==> config.mk <==
export PLATFORM = sky130hd
export DESIGN_NAME = pdc_channel
export DESIGN_NICKNAME = d
export VERILOG_FILES = /design/src/pdc_pkg.sv /design/src/pdc_swap.sv /design/src/pdc_channel.sv
export SDC_FILE = /design/constraint.sdc
export NUM_CORES = 1
export LEC_CHECK = 0
export BUFFER_PORTS_ARGS = -buffer_cell sky130_fd_sc_hd__buf_2
export CORE_MARGIN = 4
export CORE_UTILIZATION = 57
export DETAILED_ROUTE_END_ITERATION = 8
export GPL_TIMING_DRIVEN = 0
export PLACE_DENSITY_LB_ADDON = 0.08
export SYNTH_ARGS = -nofsm -noshare
export SYNTH_HDL_FRONTEND = slang
export SYNTH_SLANG_ARGS = --single-unit
==> constraint.sdc <==
create_clock -name aclk -period 7.8 [get_ports aclk]
set_clock_uncertainty 0.05 [all_clocks]
set_input_delay 1.56 -clock aclk [delete_from_list [all_inputs] [get_ports aclk]]
set_output_delay 1.56 -clock aclk [all_outputs]
set_load 0.005 [all_outputs]
==> src/pdc_pkg.sv <==
// Purpose: Shared constants and types for the PCI DMA channel control block
// Assumes: 32-bit AXI4-Lite register bus, one clock
// Notes:   Offsets are byte addresses of aligned words
package pdc_pkg;

   // ----------------------------------------------------------------
   // Register offsets
   // ----------------------------------------------------------------
   localparam logic [7:0] PDC_OFS_CTRL     = 8'h00;
   localparam logic [7:0] PDC_OFS_COUNT    = 8'h04;
   localparam logic [7:0] PDC_OFS_CHAIN_LO = 8'h08;
   localparam logic [7:0] PDC_OFS_CHAIN_HI = 8'h0c;
   localparam logic [7:0] PDC_OFS_IRQ_STS  = 8'h10;
   localparam logic [7:0] PDC_OFS_IRQ_MASK = 8'h14;
   localparam logic [7:0] PDC_OFS_DESC     = 8'h18;

   // ----------------------------------------------------------------
   // Control field positions
   // ----------------------------------------------------------------
   localparam int PDC_B_CHANNEL_RESET_BIT  = 0;
   localparam int PDC_B_DIR    = 1;
   localparam int PDC_B_SIZE   = 2;
   localparam int PDC_B_SWAP   = 4;
   localparam int PDC_B_ACT    = 6;
   localparam int PDC_B_CHAIN  = 7;
   localparam int PDC_B_DONEIE = 8;
   localparam int PDC_B_CHNIE  = 9;

   // Interrupt status bits
   localparam int PDC_I_DATA  = 0;
   localparam int PDC_I_CHAIN = 1;
   localparam int PDC_I_DONE  = 2;

   // ----------------------------------------------------------------
   // Reset values and encodings
   // ----------------------------------------------------------------
   localparam logic       PDC_RST_CHANNEL_RESET_BIT = 1'b1;
   localparam logic [1:0] PDC_SZ_DWORD  = 2'h0;
   localparam logic [1:0] PDC_SZ_QWORD  = 2'h1;
   localparam logic [1:0] PDC_SZ_BURST  = 2'h2;
   localparam logic [23:0] PDC_BYTES_DWORD = 24'h000004;
   localparam logic [23:0] PDC_BYTES_QWORD = 24'h000008;
   localparam logic [23:0] PDC_BYTES_BURST = 24'h000020;

   // Stop delay after active bit is cleared mid-transfer (ns)
   localparam int PDC_STOP_NS     = 20;
   localparam int PDC_CLK_NS      = 5;
   localparam int PDC_STOP_CYC    = (PDC_STOP_NS + PDC_CLK_NS - 1) / PDC_CLK_NS;

   localparam logic [1:0] PDC_RESP_OKAY   = 2'h0;
   localparam logic [1:0] PDC_RESP_SLVERR = 2'h2;

   typedef enum logic [3:0] {
      PDC_IDLE  = 4'b0001,
      PDC_MOVE  = 4'b0010,
      PDC_FETCH = 4'b0100,
      PDC_STOP  = 4'b1000
   } pdc_state_e;

endpackage

==> src/pdc_swap.sv <==
// Purpose: Registered optional byte reversal within a 32-bit word
// Assumes: Data valid with in_valid
// Notes:   One cycle latency
module pdc_swap (
   input  wire logic        aclk,
   input  wire logic        aresetn,
   input  wire logic        swap_en,
   input  wire logic        in_valid,
   input  wire logic [31:0] in_data,
   output logic             out_valid,
   output logic [31:0]      out_data
);
   logic [31:0] data_nxt;
   logic [31:0] data_r;
   logic        vld_r;

   always_comb begin
      data_nxt = in_data;
      if (swap_en) begin
         data_nxt = {in_data[7:0], in_data[15:8], in_data[23:16], in_data[31:24]};
      end
   end

   always_ff @(posedge aclk) begin
      if (!aresetn) begin
         data_r <= 32'h0;
         vld_r  <= 1'b0;
      end else begin
         data_r <= in_valid ? data_nxt : data_r;
         vld_r  <= in_valid;
      end
   end

   assign out_valid = vld_r;
   assign out_data  = data_r;
endmodule

==> src/pdc_channel.sv <==
// Purpose: Control logic of one PCI DMA channel with AXI4-Lite registers
// Assumes: Single clock; data mover outside; beat_ack per beat from mover
// Notes:   Channel reset bit holds the sequencer, active and chain-follow flags and the swap stage in reset while set
//
// What this block does
// - Done interrupt enable gates a completion interrupt; resets to zero.
// - Chain-follow flag is read-only, set by nonzero chain address load.
// - Chain-follow flag clears on channel reset or zero chain address load.
// - Upper-word chain address stores skip the zero test entirely.
// - On completion, fetch next descriptor only when chain-follow is set.
// - Writing active starts; stays clear if count zero and chain clear.
// - Nonzero chain address write sets active and starts transfer.
// - Clearing active mid-transfer stops after a short delay.
// - Active clears itself on normal finish or on error.
// - Byte-swap bit reverses bytes in each 32-bit word; resets zero.
// - Beat size: 00 dword, 01 qword, 10 four-qword burst, 11 reserved.
// - Direction 1 moves internal to PCI, 0 PCI to internal; resets zero.
// - Channel reset resets to one and holds channel logic in reset.
// - Zero count moves nothing; count decrements by bytes per beat.
// - Done status sets from chain-complete or data-complete with enable.
module pdc_channel
   import pdc_pkg::*;
(
   input  wire logic        aclk,
   input  wire logic        aresetn,
   input  wire logic [7:0]  s_axi_awaddr,
   input  wire logic        s_axi_awvalid,
   output logic             s_axi_awready,
   input  wire logic [31:0] s_axi_wdata,
   input  wire logic [3:0]  s_axi_wstrb,
   input  wire logic        s_axi_wvalid,
   output logic             s_axi_wready,
   output logic [1:0]       s_axi_bresp,
   output logic             s_axi_bvalid,
   input  wire logic        s_axi_bready,
   input  wire logic [7:0]  s_axi_araddr,
   input  wire logic        s_axi_arvalid,
   output logic             s_axi_arready,
   output logic [31:0]      s_axi_rdata,
   output logic [1:0]       s_axi_rresp,
   output logic             s_axi_rvalid,
   input  wire logic        s_axi_rready,
   input  wire logic        beat_ack,
   input  wire logic        xfer_error,
   input  wire logic        desc_done,
   input  wire logic [31:0] desc_chain_addr,
   input  wire logic        mover_valid,
   input  wire logic [31:0] mover_data,
   output logic             beat_req,
   output logic [1:0]       beat_size_sel,
   output logic             direction_sel,
   output logic             desc_fetch,
   output logic [63:0]      chain_addr,
   output logic             swap_valid,
   output logic [31:0]      swap_data,
   output logic             irq
);
   import pdc_pkg::*;

   // ----------------------------------------------------------------
   // Register state
   // ----------------------------------------------------------------
   logic        channel_reset_bit_r, channel_reset_bit_nxt, dir_r, dir_nxt, swap_r, swap_nxt;
   logic        act_r, act_nxt, chain_r, chain_nxt, doneie_r, doneie_nxt;
   logic        chnie_r, chnie_nxt;
   logic [1:0]  size_r, size_nxt;
   logic [23:0] cnt_r, cnt_nxt, beat_bytes;
   logic [63:0] caddr_r, caddr_nxt;
   logic [2:0]  ists_r, ists_nxt, imask_r, imask_nxt;
   logic        irq_r, irq_nxt, req_r, req_nxt, fetch_r, fetch_nxt;
   logic [2:0]  stop_r, stop_nxt;
   pdc_state_e  st_r, st_nxt;
   logic        aw_r, aw_nxt, w_r, w_nxt, b_r, b_nxt, r_r, r_nxt;
   logic [7:0]  awa_r, awa_nxt;
   logic [31:0] wd_r, wd_nxt, rd_r, rd_nxt;
   logic [1:0]  br_r, br_nxt, rr_r, rr_nxt;
   logic        wr_go, ch_rst, data_evt, chain_evt;
   logic [31:0] ctrl_rd;

   always_comb begin
      case (size_r)
         PDC_SZ_DWORD: beat_bytes = PDC_BYTES_DWORD;
         PDC_SZ_QWORD: beat_bytes = PDC_BYTES_QWORD;
         PDC_SZ_BURST: beat_bytes = PDC_BYTES_BURST;
         default:      beat_bytes = PDC_BYTES_DWORD;
      endcase
   end

   assign ctrl_rd = {22'h0, chnie_r, doneie_r, chain_r, act_r, 1'b0, swap_r,
                     size_r, dir_r, channel_reset_bit_r};
   assign ch_rst  = channel_reset_bit_r;

   // ----------------------------------------------------------------
   // AXI4-Lite slave
   // ----------------------------------------------------------------
   assign wr_go = aw_r && w_r && !b_r;

   always_comb begin
      aw_nxt  = aw_r;
      w_nxt   = w_r;
      b_nxt   = b_r;
      r_nxt   = r_r;
      awa_nxt = awa_r;
      wd_nxt  = wd_r;
      rd_nxt  = rd_r;
      br_nxt  = br_r;
      rr_nxt  = rr_r;
      if (s_axi_awvalid && !aw_r) begin
         aw_nxt  = 1'b1;
         awa_nxt = s_axi_awaddr;
      end
      if (s_axi_wvalid && !w_r) begin
         w_nxt  = 1'b1;
         wd_nxt = s_axi_wdata;
      end
      if (wr_go) begin
         aw_nxt = 1'b0;
         w_nxt  = 1'b0;
         b_nxt  = 1'b1;
         br_nxt = (awa_r > PDC_OFS_DESC || awa_r[1:0] != 2'h0) ? PDC_RESP_SLVERR
                                                               : PDC_RESP_OKAY;
      end
      if (b_r && s_axi_bready) begin
         b_nxt = 1'b0;
      end
      if (s_axi_arvalid && !r_r) begin
         r_nxt  = 1'b1;
         rr_nxt = PDC_RESP_OKAY;
         case (s_axi_araddr)
            PDC_OFS_CTRL:     rd_nxt = ctrl_rd;
            PDC_OFS_COUNT:    rd_nxt = {8'h0, cnt_r};
            PDC_OFS_CHAIN_LO: rd_nxt = caddr_r[31:0];
            PDC_OFS_CHAIN_HI: rd_nxt = caddr_r[63:32];
            PDC_OFS_IRQ_STS:  rd_nxt = {29'h0, ists_r};
            PDC_OFS_IRQ_MASK: rd_nxt = {29'h0, imask_r};
            PDC_OFS_DESC:     rd_nxt = {28'h0, st_r};
            default: begin
               rd_nxt = 32'h0;
               rr_nxt = PDC_RESP_SLVERR;
            end
         endcase
      end else if (r_r && s_axi_rready) begin
         r_nxt = 1'b0;
      end
   end

   // ----------------------------------------------------------------
   // Channel control and sequencing
   // ----------------------------------------------------------------
   always_comb begin
      channel_reset_bit_nxt  = channel_reset_bit_r;
      dir_nxt    = dir_r;
      swap_nxt   = swap_r;
      size_nxt   = size_r;
      doneie_nxt = doneie_r;
      chnie_nxt  = chnie_r;
      act_nxt    = act_r;
      chain_nxt  = chain_r;
      cnt_nxt    = cnt_r;
      caddr_nxt  = caddr_r;
      imask_nxt  = imask_r;
      st_nxt     = st_r;
      req_nxt    = 1'b0;
      fetch_nxt  = 1'b0;
      stop_nxt   = stop_r;
      data_evt   = 1'b0;
      chain_evt  = 1'b0;
      // Hardware-side sequencing first; a register write below overrides fields
      case (st_r)
         PDC_IDLE: begin
            if (act_r) begin
               st_nxt = PDC_MOVE;
            end
         end
         PDC_MOVE: begin
            req_nxt = (cnt_r != 24'h0) && !beat_ack;
            if (xfer_error) begin
               act_nxt = 1'b0;
               st_nxt  = PDC_IDLE;
            end else if (!act_r) begin
               stop_nxt = 3'(PDC_STOP_CYC);
               st_nxt   = PDC_STOP;
            end else if (beat_ack && cnt_r > beat_bytes) begin
               cnt_nxt = cnt_r - beat_bytes;
            end else if (beat_ack || cnt_r == 24'h0) begin
               cnt_nxt  = 24'h0;
               data_evt = 1'b1;
               if (chain_r) begin
                  fetch_nxt = 1'b1;
                  st_nxt    = PDC_FETCH;
               end else begin
                  act_nxt   = 1'b0;
                  chain_evt = 1'b1;
                  st_nxt    = PDC_IDLE;
               end
            end
         end
         PDC_FETCH: begin
            if (xfer_error) begin
               act_nxt = 1'b0;
               st_nxt  = PDC_IDLE;
            end else if (desc_done) begin
               caddr_nxt = {32'h0, desc_chain_addr};
               chain_nxt = desc_chain_addr != 32'h0;
               st_nxt    = PDC_MOVE;
            end
         end
         PDC_STOP: begin
            if (stop_r <= 3'h1) begin
               st_nxt = PDC_IDLE;
            end else begin
               stop_nxt = stop_r - 3'h1;
            end
         end
         default: st_nxt = PDC_IDLE;
      endcase
      if (wr_go) begin
         case (awa_r)
            PDC_OFS_CTRL: begin
               channel_reset_bit_nxt  = wd_r[PDC_B_CHANNEL_RESET_BIT];
               dir_nxt    = wd_r[PDC_B_DIR];
               size_nxt   = wd_r[PDC_B_SIZE +: 2];
               swap_nxt   = wd_r[PDC_B_SWAP];
               doneie_nxt = wd_r[PDC_B_DONEIE];
               chnie_nxt  = wd_r[PDC_B_CHNIE];
               if (wd_r[PDC_B_ACT]) begin
                  act_nxt = act_r || (cnt_r != 24'h0) || chain_r;
               end else begin
                  act_nxt = 1'b0;
               end
            end
            PDC_OFS_COUNT: cnt_nxt = {wd_r[23:2], 2'h0};
            PDC_OFS_CHAIN_LO: begin
               caddr_nxt[31:0] = wd_r;
               chain_nxt = wd_r != 32'h0;
               if (wd_r != 32'h0) begin
                  act_nxt = 1'b1;
               end
            end
            PDC_OFS_CHAIN_HI: caddr_nxt[63:32] = wd_r;
            PDC_OFS_IRQ_MASK: imask_nxt = wd_r[2:0];
            default: ;
         endcase
      end
      if (ch_rst && !(wr_go && awa_r == PDC_OFS_CTRL)) begin
         act_nxt   = 1'b0;
         chain_nxt = 1'b0;
         st_nxt    = PDC_IDLE;
         req_nxt   = 1'b0;
         fetch_nxt = 1'b0;
      end
   end

   // ----------------------------------------------------------------
   // Interrupt status: set wins over write-one-to-clear
   // ----------------------------------------------------------------
   always_comb begin
      ists_nxt = ists_r;
      if (wr_go && awa_r == PDC_OFS_IRQ_STS) begin
         ists_nxt = ists_r & ~wd_r[2:0];
      end
      if (data_evt) begin
         ists_nxt[PDC_I_DATA] = 1'b1;
      end
      if (chain_evt) begin
         ists_nxt[PDC_I_CHAIN] = 1'b1;
      end
      if ((data_evt && doneie_r) || (chain_evt && chnie_r)) begin
         ists_nxt[PDC_I_DONE] = 1'b1;
      end
      irq_nxt = |(ists_nxt & imask_r);
   end

   always_ff @(posedge aclk) begin
      if (!aresetn) begin
         channel_reset_bit_r <= PDC_RST_CHANNEL_RESET_BIT;
         dir_r   <= 1'b0;
         swap_r  <= 1'b0;
         size_r  <= PDC_SZ_DWORD;
         doneie_r <= 1'b0;
         chnie_r <= 1'b0;
         act_r   <= 1'b0;
         chain_r <= 1'b0;
         cnt_r   <= 24'h0;
         caddr_r <= 64'h0;
         ists_r  <= 3'h0;
         imask_r <= 3'h0;
         irq_r   <= 1'b0;
         req_r   <= 1'b0;
         fetch_r <= 1'b0;
         stop_r  <= 3'h0;
         st_r    <= PDC_IDLE;
         aw_r    <= 1'b0;
         w_r     <= 1'b0;
         b_r     <= 1'b0;
         r_r     <= 1'b0;
         awa_r   <= 8'h0;
         wd_r    <= 32'h0;
         rd_r    <= 32'h0;
         br_r    <= 2'h0;
         rr_r    <= 2'h0;
      end else begin
         channel_reset_bit_r <= channel_reset_bit_nxt;
         dir_r   <= dir_nxt;
         swap_r  <= swap_nxt;
         size_r  <= size_nxt;
         doneie_r <= doneie_nxt;
         chnie_r <= chnie_nxt;
         act_r   <= act_nxt;
         chain_r <= chain_nxt;
         cnt_r   <= cnt_nxt;
         caddr_r <= caddr_nxt;
         ists_r  <= ists_nxt;
         imask_r <= imask_nxt;
         irq_r   <= irq_nxt;
         req_r   <= req_nxt;
         fetch_r <= fetch_nxt;
         stop_r  <= stop_nxt;
         st_r    <= st_nxt;
         aw_r    <= aw_nxt;
         w_r     <= w_nxt;
         b_r     <= b_nxt;
         r_r     <= r_nxt;
         awa_r   <= awa_nxt;
         wd_r    <= wd_nxt;
         rd_r    <= rd_nxt;
         br_r    <= br_nxt;
         rr_r    <= rr_nxt;
      end
   end

   pdc_swap u_swap (
      .aclk      (aclk),
      .aresetn   (aresetn && !ch_rst),
      .swap_en   (swap_r),
      .in_valid  (mover_valid),
      .in_data   (mover_data),
      .out_valid (swap_valid),
      .out_data  (swap_data)
   );

   assign s_axi_awready = s_axi_awvalid && !aw_r;
   assign s_axi_wready  = s_axi_wvalid && !w_r;
   assign s_axi_bvalid  = b_r;
   assign s_axi_bresp   = br_r;
   assign s_axi_arready = s_axi_arvalid && !r_r;
   assign s_axi_rvalid  = r_r;
   assign s_axi_rdata   = rd_r;
   assign s_axi_rresp   = rr_r;
   assign beat_req      = req_r;
   assign beat_size_sel = size_r;
   assign direction_sel = dir_r;
   assign desc_fetch    = fetch_r;
   assign chain_addr    = caddr_r;
   assign irq           = irq_r;
endmodule

==> results of run 1 <==
==> critical path, cell delays in order <==
cell	delay [ns]
buf_2	0.09
nand2b_1	0.05
clkbuf_1	0.20
inv_1	0.26
buf_1	0.35
buf_2	0.19
==> stage by stage <==
| stage | power [mW] | cell area, sq um |
|---|---|---|
| after detailed placement | 1.405 | 11950 |
| final | 2.538 | 12740 |
| after floorplan | 1.311 | 10360 |
| after CTS | 2.531 | 12740 |
| after global routing | 2.602 | 12740 |
| after global placement | 1.402 | 11950 |
==> layout by cell type, fill, tap and decap left out, drive strengths merged, types with 8 or more instances in the layout <==
cell type,n
buf,291
dfxtp,224
nand2,164
a21oi,125
nor2,124
clkbuf,110
mux2i,78
a211oi,69
nand3,49
o21ai,44
nor3,35
nor4,32
inv,20
a22oi,19
a221oi,14
a22o,14
o31ai,9
nand2b,8
nand4,8
==> power groups by stage <==
| stage | combinational, mW | sequential, mW | clock (mW) |
|---|---|---|---|
| 3_5_place_dp | 0.191 | 1.21 | 0 |
| 4_1_cts | 0.193 | 1.19 | 1.15 |
| 3_3_place_gp | 0.189 | 1.21 | 0 |
| 6_report | 0.197 | 1.19 | 1.15 |
| 5_1_grt | 0.213 | 1.19 | 1.20 |
| 2_1_floorplan | 0.109 | 1.20 | 0 |
==> registers in the layout, indices dropped and copies added, names as in the netlist, 2 cells and up <==
name and count:
beat_size_sel 2, cnt_r 24, chain_addr 64, u_swap.out_data 32
awa_r 8, wd_r 32, st_r 4, imask_r 3
stop_r 3, s_axi_rdata 32, ists_r 3
==> per-layer routing <==
layer	part of all wire (%)	up-vias	track usage (%)	wire, um
met5	0.037	-	0	14
met2	46	686	56.50	17450
li1	-	5103	-	-
met3	12	102	7.569	4593
met4	3.1	4	10.61	1193
met1	39	5178	49.50	14890
==> worst min path at each step <==
stage	slack (ns)	end	startpoint	cells past startpoint
finish	0.40	s_axi_rdata[20]$_SDFFE_PN0P_	s_axi_rdata[20]$_SDFFE_PN0P_	2
global route	0.43	s_axi_rdata[4]$_SDFFE_PN0P_	s_axi_rdata[4]$_SDFFE_PN0P_	2
CTS	0.40	s_axi_rdata[20]$_SDFFE_PN0P_	s_axi_rdata[20]$_SDFFE_PN0P_	2
detailed placement	0.39	s_axi_rdata[7]$_SDFFE_PN0P_	s_axi_rdata[7]$_SDFFE_PN0P_	2
global placement	0.38	s_axi_rdata[10]$_SDFFE_PN0P_	s_axi_rdata[10]$_SDFFE_PN0P_	2
floorplan	0.39	awa_r[7]$_SDFFE_PN0P_	awa_r[7]$_SDFFE_PN0P_	2
==> cell type report <==
class | count | share of cell area (%)
well taps | 229 | 2.249
multi-input cells | 898 | 42.22
flip-flops and latches | 224 | 35.20
inverters | 19 | 0.5599
plain buffers | 104 | 3.359
clock inverters | 7 | 0.5304
repair buffers | 261 | 10.25
clock buffers | 36 | 5.628
==> kinds of logic (layout without fill, tap and decap cells) <==
group	count (synthesis)	after routing	synth area share, %
adders and majority gates	8	8	1.039
DFF	224	224	43.30
and+or+nand+nor	462	462	20.95
other	1	2	0.03621
muxes	84	84	8.191
AOI/OAI and AO/OA	340	340	21.49
xor gates and xnor gates	2	2	0.1692
buffers and inverters	123	427	4.820
==> cell usage after synthesis (18+ instances only) <==
library cell and number:
nor2_1 124, a22oi_1 19, nor3_1 33, clkbuf_1 73, a211oi_1 68, a21oi_1 125, inv_1 18, mux2i_1 78
nand2_1 163, o21ai_0 42, nand3_1 49, nor4_1 29, dfxtp_1 224
==> summary.md, run 1 <==
| Metric | Value |
|---|---|
| Initial Util | 57.85% |
| NetSw | 0.6355 mW |
| Sequential cell area | 0.004484 sq mm |
| Largest cells by area after synthesis | dfxtp_1, mux2i_1, a21oi_1 |
| RR Endpoint | irq$_SDFF_PN0_ |
| Syn Inst Count | 1,244 |
| CP required | 6.19 ns |
| Die footprint | 0.02039 sq mm |
| Post-CTS setup buffer count | 0 |
| Sequential share of the synthesized area | 43.30% |
| Worst skew pair latency | 0.53 ns |
| Hold Fails Final Rpt | 0 |
| Unrepaired setup endpoints after global routing | false |
| DR pass1 iterations | 6 |
| Status | finished clean |
| Post-cts resize count | 0 |
| Final Setup Violations | 0 |
| # diodes | 0 |
| Initial DRC Count | 1,299 |
| Unique masters post-synth | 74 |
| Finished Layout Cells | 1,778 |
| Sequential share of power | 46.9% |
| Clk buf depth | 3 |
| Asr flop ratio synth | 0% |
| First-pass GRT wire length | 57.46 mm |
| Comb pwr share | 7.8% |
| Register bit total from synthesis | 224 |
| Maxcap violations | 0 |
| Drc violations | 0 |
| Yosys warnings | 0 |
| Die Y | 142.8 um |
| GRT Util Overall | 35.75% |
| Post-synth top area cell | dfxtp_1 |
| Layout cells sized above 1 | 22.14% |
| Sw Ratio | 25.04% |
| Avg Cell Area, Syn | 8.325 sq um |
| PortBufs | 261 |
| Die span in x | 142.8 um |
| Worst setup margin | 3.486 ns |
| Number of synthesized flops with an enable pin | 0 |
| Initial antenna violation count | 2 |
| Grt ovf | 0 |
| Vias in the first global route | 10,260 |
| Critical path startpoint | s_axi_wvalid |
| Worst Path Max Fanout | 10 |
| FP Rows | 49 |
| Final Critical Period | 4.314 ns |
| Setup_tns | 0 ns |
| Critical path arrival | 2.70 ns |
| H-tree depth | 1 |
| Worst reg-to-reg setup slack | 4.04 ns |
| Vias per cell | 6.228 |
| WS Path Type | input pin to output port |
| CP Capture Type | output port |
| Worst-path clk slew | 0.06 ns |
| Clk pwr share | 45.3% |
| Hold buffers post-CTS | 0 |
| Worst setup SP type | input pin |
| Fin util | 71.16% |
| Via count | 11,070 |
| Largest net degree at the start of global routing | 13 |
| Number of fill cells | 1,494 |
| Power density cells | 199.3 mW/mm^2 |
| Commonest register cell after synthesis | dfxtp_1 |
| P_leak | 5.361 nW |
| Mapped cell area | 0.01036 sq mm |
| DRT antenna net count | 0 |
| Maximum VDD drop | 0.1829 mV |
| Worst r2r src | beat_size_sel[0]$_SDFFE_PN0P_ |
| Hold slack | 0.3987 ns |
| Post-synth top area share | 43.30% |
| Nets | 1,668 |
| CTS sink cnt | 224 |
| Cells after DPL | 1,735 |
| Worst R2R Path Depth | 12 |
| Cell internal pwr | 1.903 mW |
| Tightest Hold Check Type | flip-flop to flip-flop |
| Max_slew headroom | 35.50% |
| Setup WS pre-CTS | 3.482 ns |
| Top Ports | 271 |
| CTS tree | built |
| Post-DP HPWL | 29.01 mm |
| WL final | 38.15 mm |
| Max-slew violation count | 0 |
| Multi-input logic area | 0.005378 sq mm |
| Fmax achieved | 0.2318 GHz |
| Core ar. | 0.01790 sq mm |
| Actual slew at the worst max-slew pin | 0.9651 ns |
| Mean routed wirelength per cell | 21.46 um |
| Final Wtd Congestion | 0.9656 |
| Final Cycle Share | 55.30% |
| CTS root buffer | clkbuf_16 |
| Area Growth Syn to Fin | 23.00% |
| Num CTS Buffers | 25 |
| Setup crit end | s_axi_wready |
Power figures use the tool's default switching activity.
==> run 2, diff against run 1 <==
- CORE_UTILIZATION: 57 -> 48
- clock period: 7.8 -> 3.9 ns (I/O delays scaled with it)
==> run 2 against run 1 <==
Worst setup slack worse by 3.1 ns. Register-to-register slack lost 3.7 ns. Die area is 18% higher. Critical endpoint is now irq$_SDFF_PN0_. Largest cell class unchanged. Highest routed layer unchanged.
==> summary.md, run 2 (synthesis results as in run 1) <==
| Metric | Value |
|---|---|
| Post-DP HPWL | 30.04 mm (+3.6%) |
| Initial antenna violation count | 2 (unchanged) |
| Worst Path Max Fanout | 10 (unchanged) |
| Post-CTS setup buffer count | 0 (unchanged) |
| Worst setup SP type | flip-flop |
| WS Path Type | flip-flop to flip-flop |
| Worst reg-to-reg setup slack | 0.35 ns (-3.69 ns) |
| Die Y | 154.9 um (+8.5%) |
| Setup crit end | irq$_SDFF_PN0_ |
| DP Area | 0.01201 sq mm (+0.48%) |
| Initial Util | 48.96% (-8.9 points) |
| Critical path arrival | 3.94 ns (+1.24 ns) |
| Drc violations | 0 (unchanged) |
| # diodes | 0 (unchanged) |
| RR Endpoint | irq$_SDFF_PN0_ |
| DR pass1 iterations | 6 (unchanged) |
| Slowest CP cell | a2111oi_1 |
| CP delay by family, top | compound AO/OA/AOI/OAI gates |
| Commonest cells after routing, fill and taps aside | buf_2, dfxtp_1, nand2_1 |
| Actual slew at the worst max-slew pin | 0.8451 ns (-0.1200 ns) |
| P_leak | 5.350 nW (-0.21%) |
| Clk pwr share | 45.1% (-0.2 points) |
| Num CTS Buffers | 24 (-4.0%) |
| Worst-path clk slew | 0.06 ns (about the same) |
| Worst R2R Path Depth | 12 (unchanged) |
| Via count | 10,880 (-1.8%) |
| Worst skew pair latency | 0.53 ns (about the same) |
| Sequential share of power | 47.1% (+0.2 points) |
| Final Wtd Congestion | 1.027 (+6.4%) |
| Commonest non-fill, non-tap cell in the layout | buf_2 |
| Crit path depth | 12 (+6) |
| Hold Fails Final Rpt | 0 (unchanged) |
| Final Critical Period | 3.554 ns |
| DRT antenna net count | 0 (unchanged) |
| CTS root buffer | clkbuf_16 |
| Die footprint | 0.02399 sq mm (+18%) |
| GRT Util Overall | 31.07% (-4.7 points) |
| Sw Ratio | 25.19% (+0.15 points) |
| Max reg flops | 64 (unchanged) |
| Final Cycle Share | 91.12% |
| Maxcap violations | 0 (unchanged) |
| Critical path startpoint | beat_size_sel[0]$_SDFFE_PN0P_ |
| Clk buf depth | 3 (unchanged) |
| Cell internal pwr | 3.781 mW (+99%) |
| Comb pwr share | 7.8% (about the same) |
| Unrepaired setup endpoints after global routing | false |
| Status | finished clean |
| CP Capture Type | flip-flop |
| Vias in the first global route | 10,140 (-1.2%) |
| First-pass GRT wire length | 58.84 mm (+2.4%) |
| Finished Layout Cells | 1,824 (+2.6%) |
| Layout cells sized above 1 | 22.08% (-0.065 points) |
| FP Rows | 53 (+8.2%) |
| NetSw | 1.273 mW (+100%) |
| Nets | 1,667 (-0.060%) |
| Mean routed wirelength per cell | 21.54 um (+0.38%) |
| Setup_tns | 0 ns (unchanged) |
| Top Ports | 271 (unchanged) |
| Initial DRC Count | 954 (-27%) |
| Area Growth Syn to Fin | 23.41% |
| Final Setup Violations | 0 (unchanged) |
| Core ar. | 0.02115 sq mm (+18%) |
| Power density cells | 395.4 mW/mm^2 (+98%) |
| CP Buf/Inv Count | 3 (-2) |
| H-tree depth | 1 (unchanged) |
| Tightest Hold Check Type | flip-flop to flip-flop |
| Worst r2r src | beat_size_sel[0]$_SDFFE_PN0P_ |
| CTS sink cnt | 224 (unchanged) |
| PortBufs | 261 (unchanged) |
| CP required | 4.29 ns (-1.90 ns) |
| Max_slew headroom | 43.66% (+8.2 points) |
| Post-route design area | 0.01278 sq mm (+0.33%) |
| Largest net degree at the start of global routing | 14 (+1) |
| Die span in x | 154.9 um (+8.5%) |
| Worst path max stage delay | 0.75 ns (+0.40 ns) |
| Fin util | 60.42% (-11 points) |
| WHS Path Cells | 2 (unchanged) |
| Cells after DPL | 1,781 (+2.7%) |
| WL final | 39.28 mm (+3.0%) |
| Grt ovf | 0 (unchanged) |
| Maximum VDD drop | 0.2915 mV (+59%) |
| Vias per cell | 5.964 (-4.2%) |
| Worst-path cell chain | inv_1 > ha_1 > ha_1 > inv_1 > fa_1 > o21ai_0 > nand2_1 > clkbuf_1 > a21o_1 > a2111oi_1 > o21ai_0 > o211ai_1 |
| Max-slew violation count | 0 (unchanged) |
| CTS tree | built |
| Hold slack | 0.3973 ns (-0.001350 ns) |
| Fmax achieved | 0.2814 GHz |
run 2: cell count changes in the layout (fill, tap and decap cells not counted):
cell / before / now
inv_6: 2 / 0
clkbuf_1: 79 / 80
clkbuf_8: 5 / 4
clkinv_2: 4 / 5
clkinvlp_4: 0 / 1
run 2: power groups by stage:
stage / Combinational (mW) / Clock, mW / Sequential (mW)
floorplan: 0.218 / 0 / 2.40
global placement: 0.384 / 0 / 2.43
detailed placement: 0.386 / 0 / 2.43
CTS: 0.388 / 2.29 / 2.38
global route: 0.429 / 2.38 / 2.38
finish: 0.393 / 2.28 / 2.38
run 2: tightest hold or removal path, delay by kind of cell (launching register included):
family	cells	cell delay (ns)
AND/OR/NAND/NOR	1	0.05
flip-flops	1	0.32
AO/OA/AOI/OAI	1	0.05
run 2: metrics by stage:
stage          power [mW]  setup WS (ns)
2_1_floorplan       2.622          1.051
5_1_grt             5.187         0.1587
3_3_place_gp        2.812         0.1980
6_report            5.054         0.3461
4_1_cts             5.053         0.2302
3_5_place_dp        2.815         0.2516
run 2: worst min-delay path by stage:
| stage | from | endpoint | slack [ns] |
|---|---|---|---|
| after floorplan | awa_r[7]$_SDFFE_PN0P_ | awa_r[7]$_SDFFE_PN0P_ | 0.39 |
| after global placement | s_axi_rdata[14]$_SDFFE_PN0P_ | s_axi_rdata[14]$_SDFFE_PN0P_ | 0.38 |
| after detailed placement | s_axi_rdata[13]$_SDFFE_PN0P_ | s_axi_rdata[13]$_SDFFE_PN0P_ | 0.39 |
| after CTS | s_axi_rdata[13]$_SDFFE_PN0P_ | s_axi_rdata[13]$_SDFFE_PN0P_ | 0.40 |
| after global routing | s_axi_rdata[8]$_SDFFE_PN0P_ | s_axi_rdata[8]$_SDFFE_PN0P_ | 0.42 |
| final | s_axi_rdata[9]$_SDFFE_PN0P_ | s_axi_rdata[9]$_SDFFE_PN0P_ | 0.40 |
run 2: cell type report:
class                   instances  area (sq um)
clock buffers                  36         706.9
well taps                     275         344.1
multi-input cells             898          5378
plain buffers                 104         427.9
repair buffers                261          1306
inverters                      19         71.32
clock inverters                 7         62.56
flip-flops and latches        224          4484
fillers                      1992          8373
run 2: repair_timing:
action                                  4_1_cts  5_1_grt
endpoints found under the setup margin        0        1
hold buffers                                  0        0
gates resized for setup                       0        1
run 2: per-layer routing:
layer / GRT usage (%) / vias to the layer above / part of all wire, %
met5: 0 / - / 0.051
met4: 11.73 / 4 / 3.8
met3: 7.232 / 101 / 11
met2: 48.06 / 611 / 45
met1: 42.38 / 5070 / 40
li1: - / 5093 / -
==> run 3, diff against run 2 <==
- CORE_UTILIZATION: 48 -> 49
- SYNTH_HIERARCHICAL: not set -> 1
==> run 3 against run 2 <==
Flip-flop and latch count is the same. Global-route usage grew 0.11 points. Sequential share of layout area shrank 1.3 points. Routed wire length grew 2.0%. Die area grew 2.6%. Critical endpoint is now cnt_r[10]$_SDFF_PN0_. Cell area grew 3.8%. Utilization grew 0.37 points. Via count shrank 0.51%. Maximum frequency grew 3.7%.
==> summary.md, run 3 <==
| Metric | Value |
|---|---|
| Status | finished clean |
| WL final | 40.08 mm (+2.0%) |
| Register bit total from synthesis | 224 (unchanged) |
| Maxcap violations | 0 (unchanged) |
| Core ar. | 0.02182 sq mm (+3.2%) |
| Sw Ratio | 25.07% (-0.12 points) |
| WHS Path Cells | 2 (unchanged) |
| Initial Util | 49.78% (+0.83 points) |
| Number of fill cells | 2,014 (+1.1%) |
| Num CTS Buffers | 25 (+4.2%) |
| Final Critical Period | 3.428 ns (-0.1256 ns) |
| Area Growth Syn to Fin | 22.10% |
| Post-DP HPWL | 30.39 mm (+1.2%) |
| Setup_tns | 0 ns (unchanged) |
| Nets | 1,679 (+0.72%) |
| Post-route design area | 0.01327 sq mm (+3.8%) |
| PortBufs | 259 (-0.77%) |
| CP required | 4.24 ns (-0.05 ns) |
| CTS root buffer | clkbuf_16 |
| Initial antenna violation count | 2 (unchanged) |
| FP Rows | 54 (+1.9%) |
| Commonest non-fill, non-tap cell in the layout | buf_2 |
| DR pass1 iterations | 7 (+1) |
| CTS sink cnt | 224 (unchanged) |
| Number of synthesized flops with an enable pin | 0 (unchanged) |
| Power density cells | 376.9 mW/mm^2 (-4.7%) |
| Largest cells by area after synthesis | dfxtp_1, mux2i_1, nand2_1 |
| Finished Layout Cells | 1,840 (+0.88%) |
| Worst reg-to-reg setup slack | 0.47 ns (+0.13 ns) |
| GRT Util Overall | 31.19% (+0.11 points) |
| Hold Fails Final Rpt | 0 (unchanged) |
| Die footprint | 0.02462 sq mm (+2.6%) |
| Commonest cells in the netlist | dfxtp_1, nand2_1, mux2i_1 |
| Maximum VDD drop | 0.3725 mV (+28%) |
| Worst-path clk slew | 0.06 ns (about the same) |
| Worst R2R Path Depth | 11 (-1) |
| Max reg flops | 64 (unchanged) |
| Final Setup Violations | 0 (unchanged) |
| Commonest cells after routing, fill and taps aside | buf_2, dfxtp_1, nand2_1 |
| Sequential cell area | 0.004484 sq mm (unchanged) |
| DP Area | 0.01251 sq mm (+4.2%) |
| Max_slew headroom | 18.52% (-25 points) |
| P_leak | 5.999 nW (+12%) |
| Syn Inst Count | 1,257 (+1.0%) |
| Sequential share of power | 47.8% (+0.7 points) |
| Die span in x | 156.9 um (+1.3%) |
| Clk pwr share | 44.1% (-1.0 points) |
| Hold Crit Start | s_axi_rdata[6]$_SDFFE_PN0P_ |
| Comb pwr share | 8.1% (+0.3 points) |
| Via count | 10,820 (-0.51%) |
| Mean routed wirelength per cell | 21.78 um (+1.1%) |
| CP Buf/Inv Count | 2 (-1) |
| Avg Cell Area, Syn | 8.643 sq um (+3.8%) |
| Vias in the first global route | 10,120 (-0.17%) |
| WS Path Type | flip-flop to flip-flop |
| Cell internal pwr | 3.746 mW (-0.93%) |
| Layout cells sized above 1 | 22.46% (+0.39 points) |
| Critical path startpoint | beat_size_sel[0]$_SDFFE_PN0P_ |
| Asr flop ratio synth | 0% (unchanged) |
| Worst r2r src | beat_size_sel[0]$_SDFFE_PN0P_ |
| Worst skew pair latency | 0.53 ns (about the same) |
| Yosys warnings | 6 (+6) |
| Tightest Hold Check Type | flip-flop to flip-flop |
| CTS tree | built |
| First-pass GRT wire length | 59.54 mm (+1.2%) |
| Post-synth top area share | 41.28% (-2.0 points) |
| Worst Path Max Fanout | 6 (-4) |
| DRT antenna net count | 0 (unchanged) |
| CP delay by family, top | compound AO/OA/AOI/OAI gates |
| Mapped cell area | 0.01086 sq mm (+4.9%) |
| Multi-input logic area | 0.005821 sq mm (+8.2%) |
| Worst path max stage delay | 0.48 ns (-0.27 ns) |
| Drc violations | 0 (unchanged) |
| Vias per cell | 5.883 (-1.4%) |
| CP Capture Type | flip-flop |
| Post-cts resize count | 0 (unchanged) |
| H-tree depth | 1 (unchanged) |
| Actual slew at the worst max-slew pin | 1.213 ns (+0.3678 ns) |
| Initial DRC Count | 1,094 (+15%) |
| Commonest register cell after synthesis | dfxtp_1 |
| Sequential share of the synthesized area | 41.28% (-2.0 points) |
| Critical path arrival | 3.77 ns (-0.17 ns) |
| Top Ports | 271 (unchanged) |
| Post-synth top area cell | dfxtp_1 |
| Fmax achieved | 0.2917 GHz (+3.7%) |
| Worst setup SP type | flip-flop |
| Die Y | 156.9 um (+1.3%) |
| Worst-path cell chain | inv_1 > ha_1 > ha_1 > inv_1 > fa_1 > o21ai_0 > nand2_1 > a211oi_4 > nor2_1 > a222oi_1 > a21oi_1 |
| Unrepaired setup endpoints after global routing | false |
| RR Endpoint | cnt_r[10]$_SDFF_PN0_ |
| NetSw | 1.253 mW (-1.6%) |
| Max-slew violation count | 0 (unchanged) |
| Worst Hold Path EP | s_axi_rdata[6]$_SDFFE_PN0P_ |
| Grt ovf | 0 (unchanged) |
| Largest net degree at the start of global routing | 13 (-1) |
| Final Cycle Share | 87.90% (-3.2 points) |
| Clk buf depth | 3 (unchanged) |
| Top-count cell post-synth | dfxtp_1 |
| Unique masters post-synth | 75 (+1.4%) |
| Final Wtd Congestion | 0.9765 (-5.0%) |
| Post-CTS setup buffer count | 0 (unchanged) |
| Slowest CP cell | a211oi_4 |
| Cells after DPL | 1,797 (+0.90%) |
| Hold buffers post-CTS | 0 (unchanged) |
[run 3: tightest hold or removal path, stage by stage, from the launching register on]
cell,delay (ns)
dfxtp_1,0.30
nand2_1,0.04
a21boi_0,0.06
[run 3: per-stage QoR]
stage	hold slack (ns)	setup WS, ns	power (mW)	util, %
detailed placement	0.4072	0.3611	2.832	57.34
CTS	0.4151	0.5982	5.009	60.76
global route	0.4404	0.3458	5.150	60.78
finish	0.4113	0.4717	4.999	60.78
floorplan	0.3931	1.102	2.631	-
global placement	0.4014	0.3223	2.829	57.34
[run 3: how the worst max path moves through the flow]
stage | endpoint | slack [ns] | cells after the start
2_1_floorplan | cnt_r[12]$_SDFF_PN0_ | 1.10 | 11
3_3_place_gp | u_swap/out_data[24]$_SDFFE_PN0P_ | 0.32 | 7
5_1_grt | cnt_r[10]$_SDFF_PN0_ | 0.35 | 11
3_5_place_dp | u_swap/out_data[28]$_SDFFE_PN0P_ | 0.36 | 7
4_1_cts | cnt_r[10]$_SDFF_PN0_ | 0.60 | 11
6_report | cnt_r[10]$_SDFF_PN0_ | 0.47 | 11
[run 3: logic make-up (layout without fill, tap and decap cells)]
group | after synthesis | in the layout | synth area share [%]
and+or+nand+nor | 444 | 444 | 19.73
AOI/OAI and AO/OA | 342 | 342 | 21.33
DFF | 224 | 224 | 41.28
buffers and inverters | 123 | 423 | 5.183
muxes | 112 | 112 | 11.22
adders and majority gates | 8 | 8 | 0.9904
xor gates and xnor gates | 3 | 3 | 0.2419
other | 1 | 4 | 0.03452
[run 3: metal layers]
metal | GRT usage [%] | share of wire [%] | vias up
met5 | 0 | 0 | -
li1 | - | - | 5071
met4 | 11.12 | 4.3 | 0
met1 | 43.56 | 42 | 5032
met3 | 6.929 | 11 | 108
met2 | 47.73 | 43 | 613
[run 3: power groups by stage]
stage          registers [mW]  clock network, mW  logic [mW]
2_1_floorplan            2.40                  0       0.227
3_3_place_gp             2.43                  0       0.396
3_5_place_dp             2.43                  0       0.399
4_1_cts                  2.38               2.23       0.401
5_1_grt                  2.39               2.32       0.442
6_report                 2.39               2.20       0.407
[run 3: layout make-up]
| type | instances | area share (%) |
|---|---|---|
| inverters | 21 | 0.5942 |
| diodes | 2 | 0.03773 |
| flip-flops and latches | 224 | 33.80 |
| clock inverters | 5 | 0.2169 |
| well taps | 280 | 2.641 |
| plain buffers | 102 | 3.650 |
| clock buffers | 36 | 5.405 |
| multi-input cells | 911 | 43.88 |
| repair buffers | 259 | 9.772 |
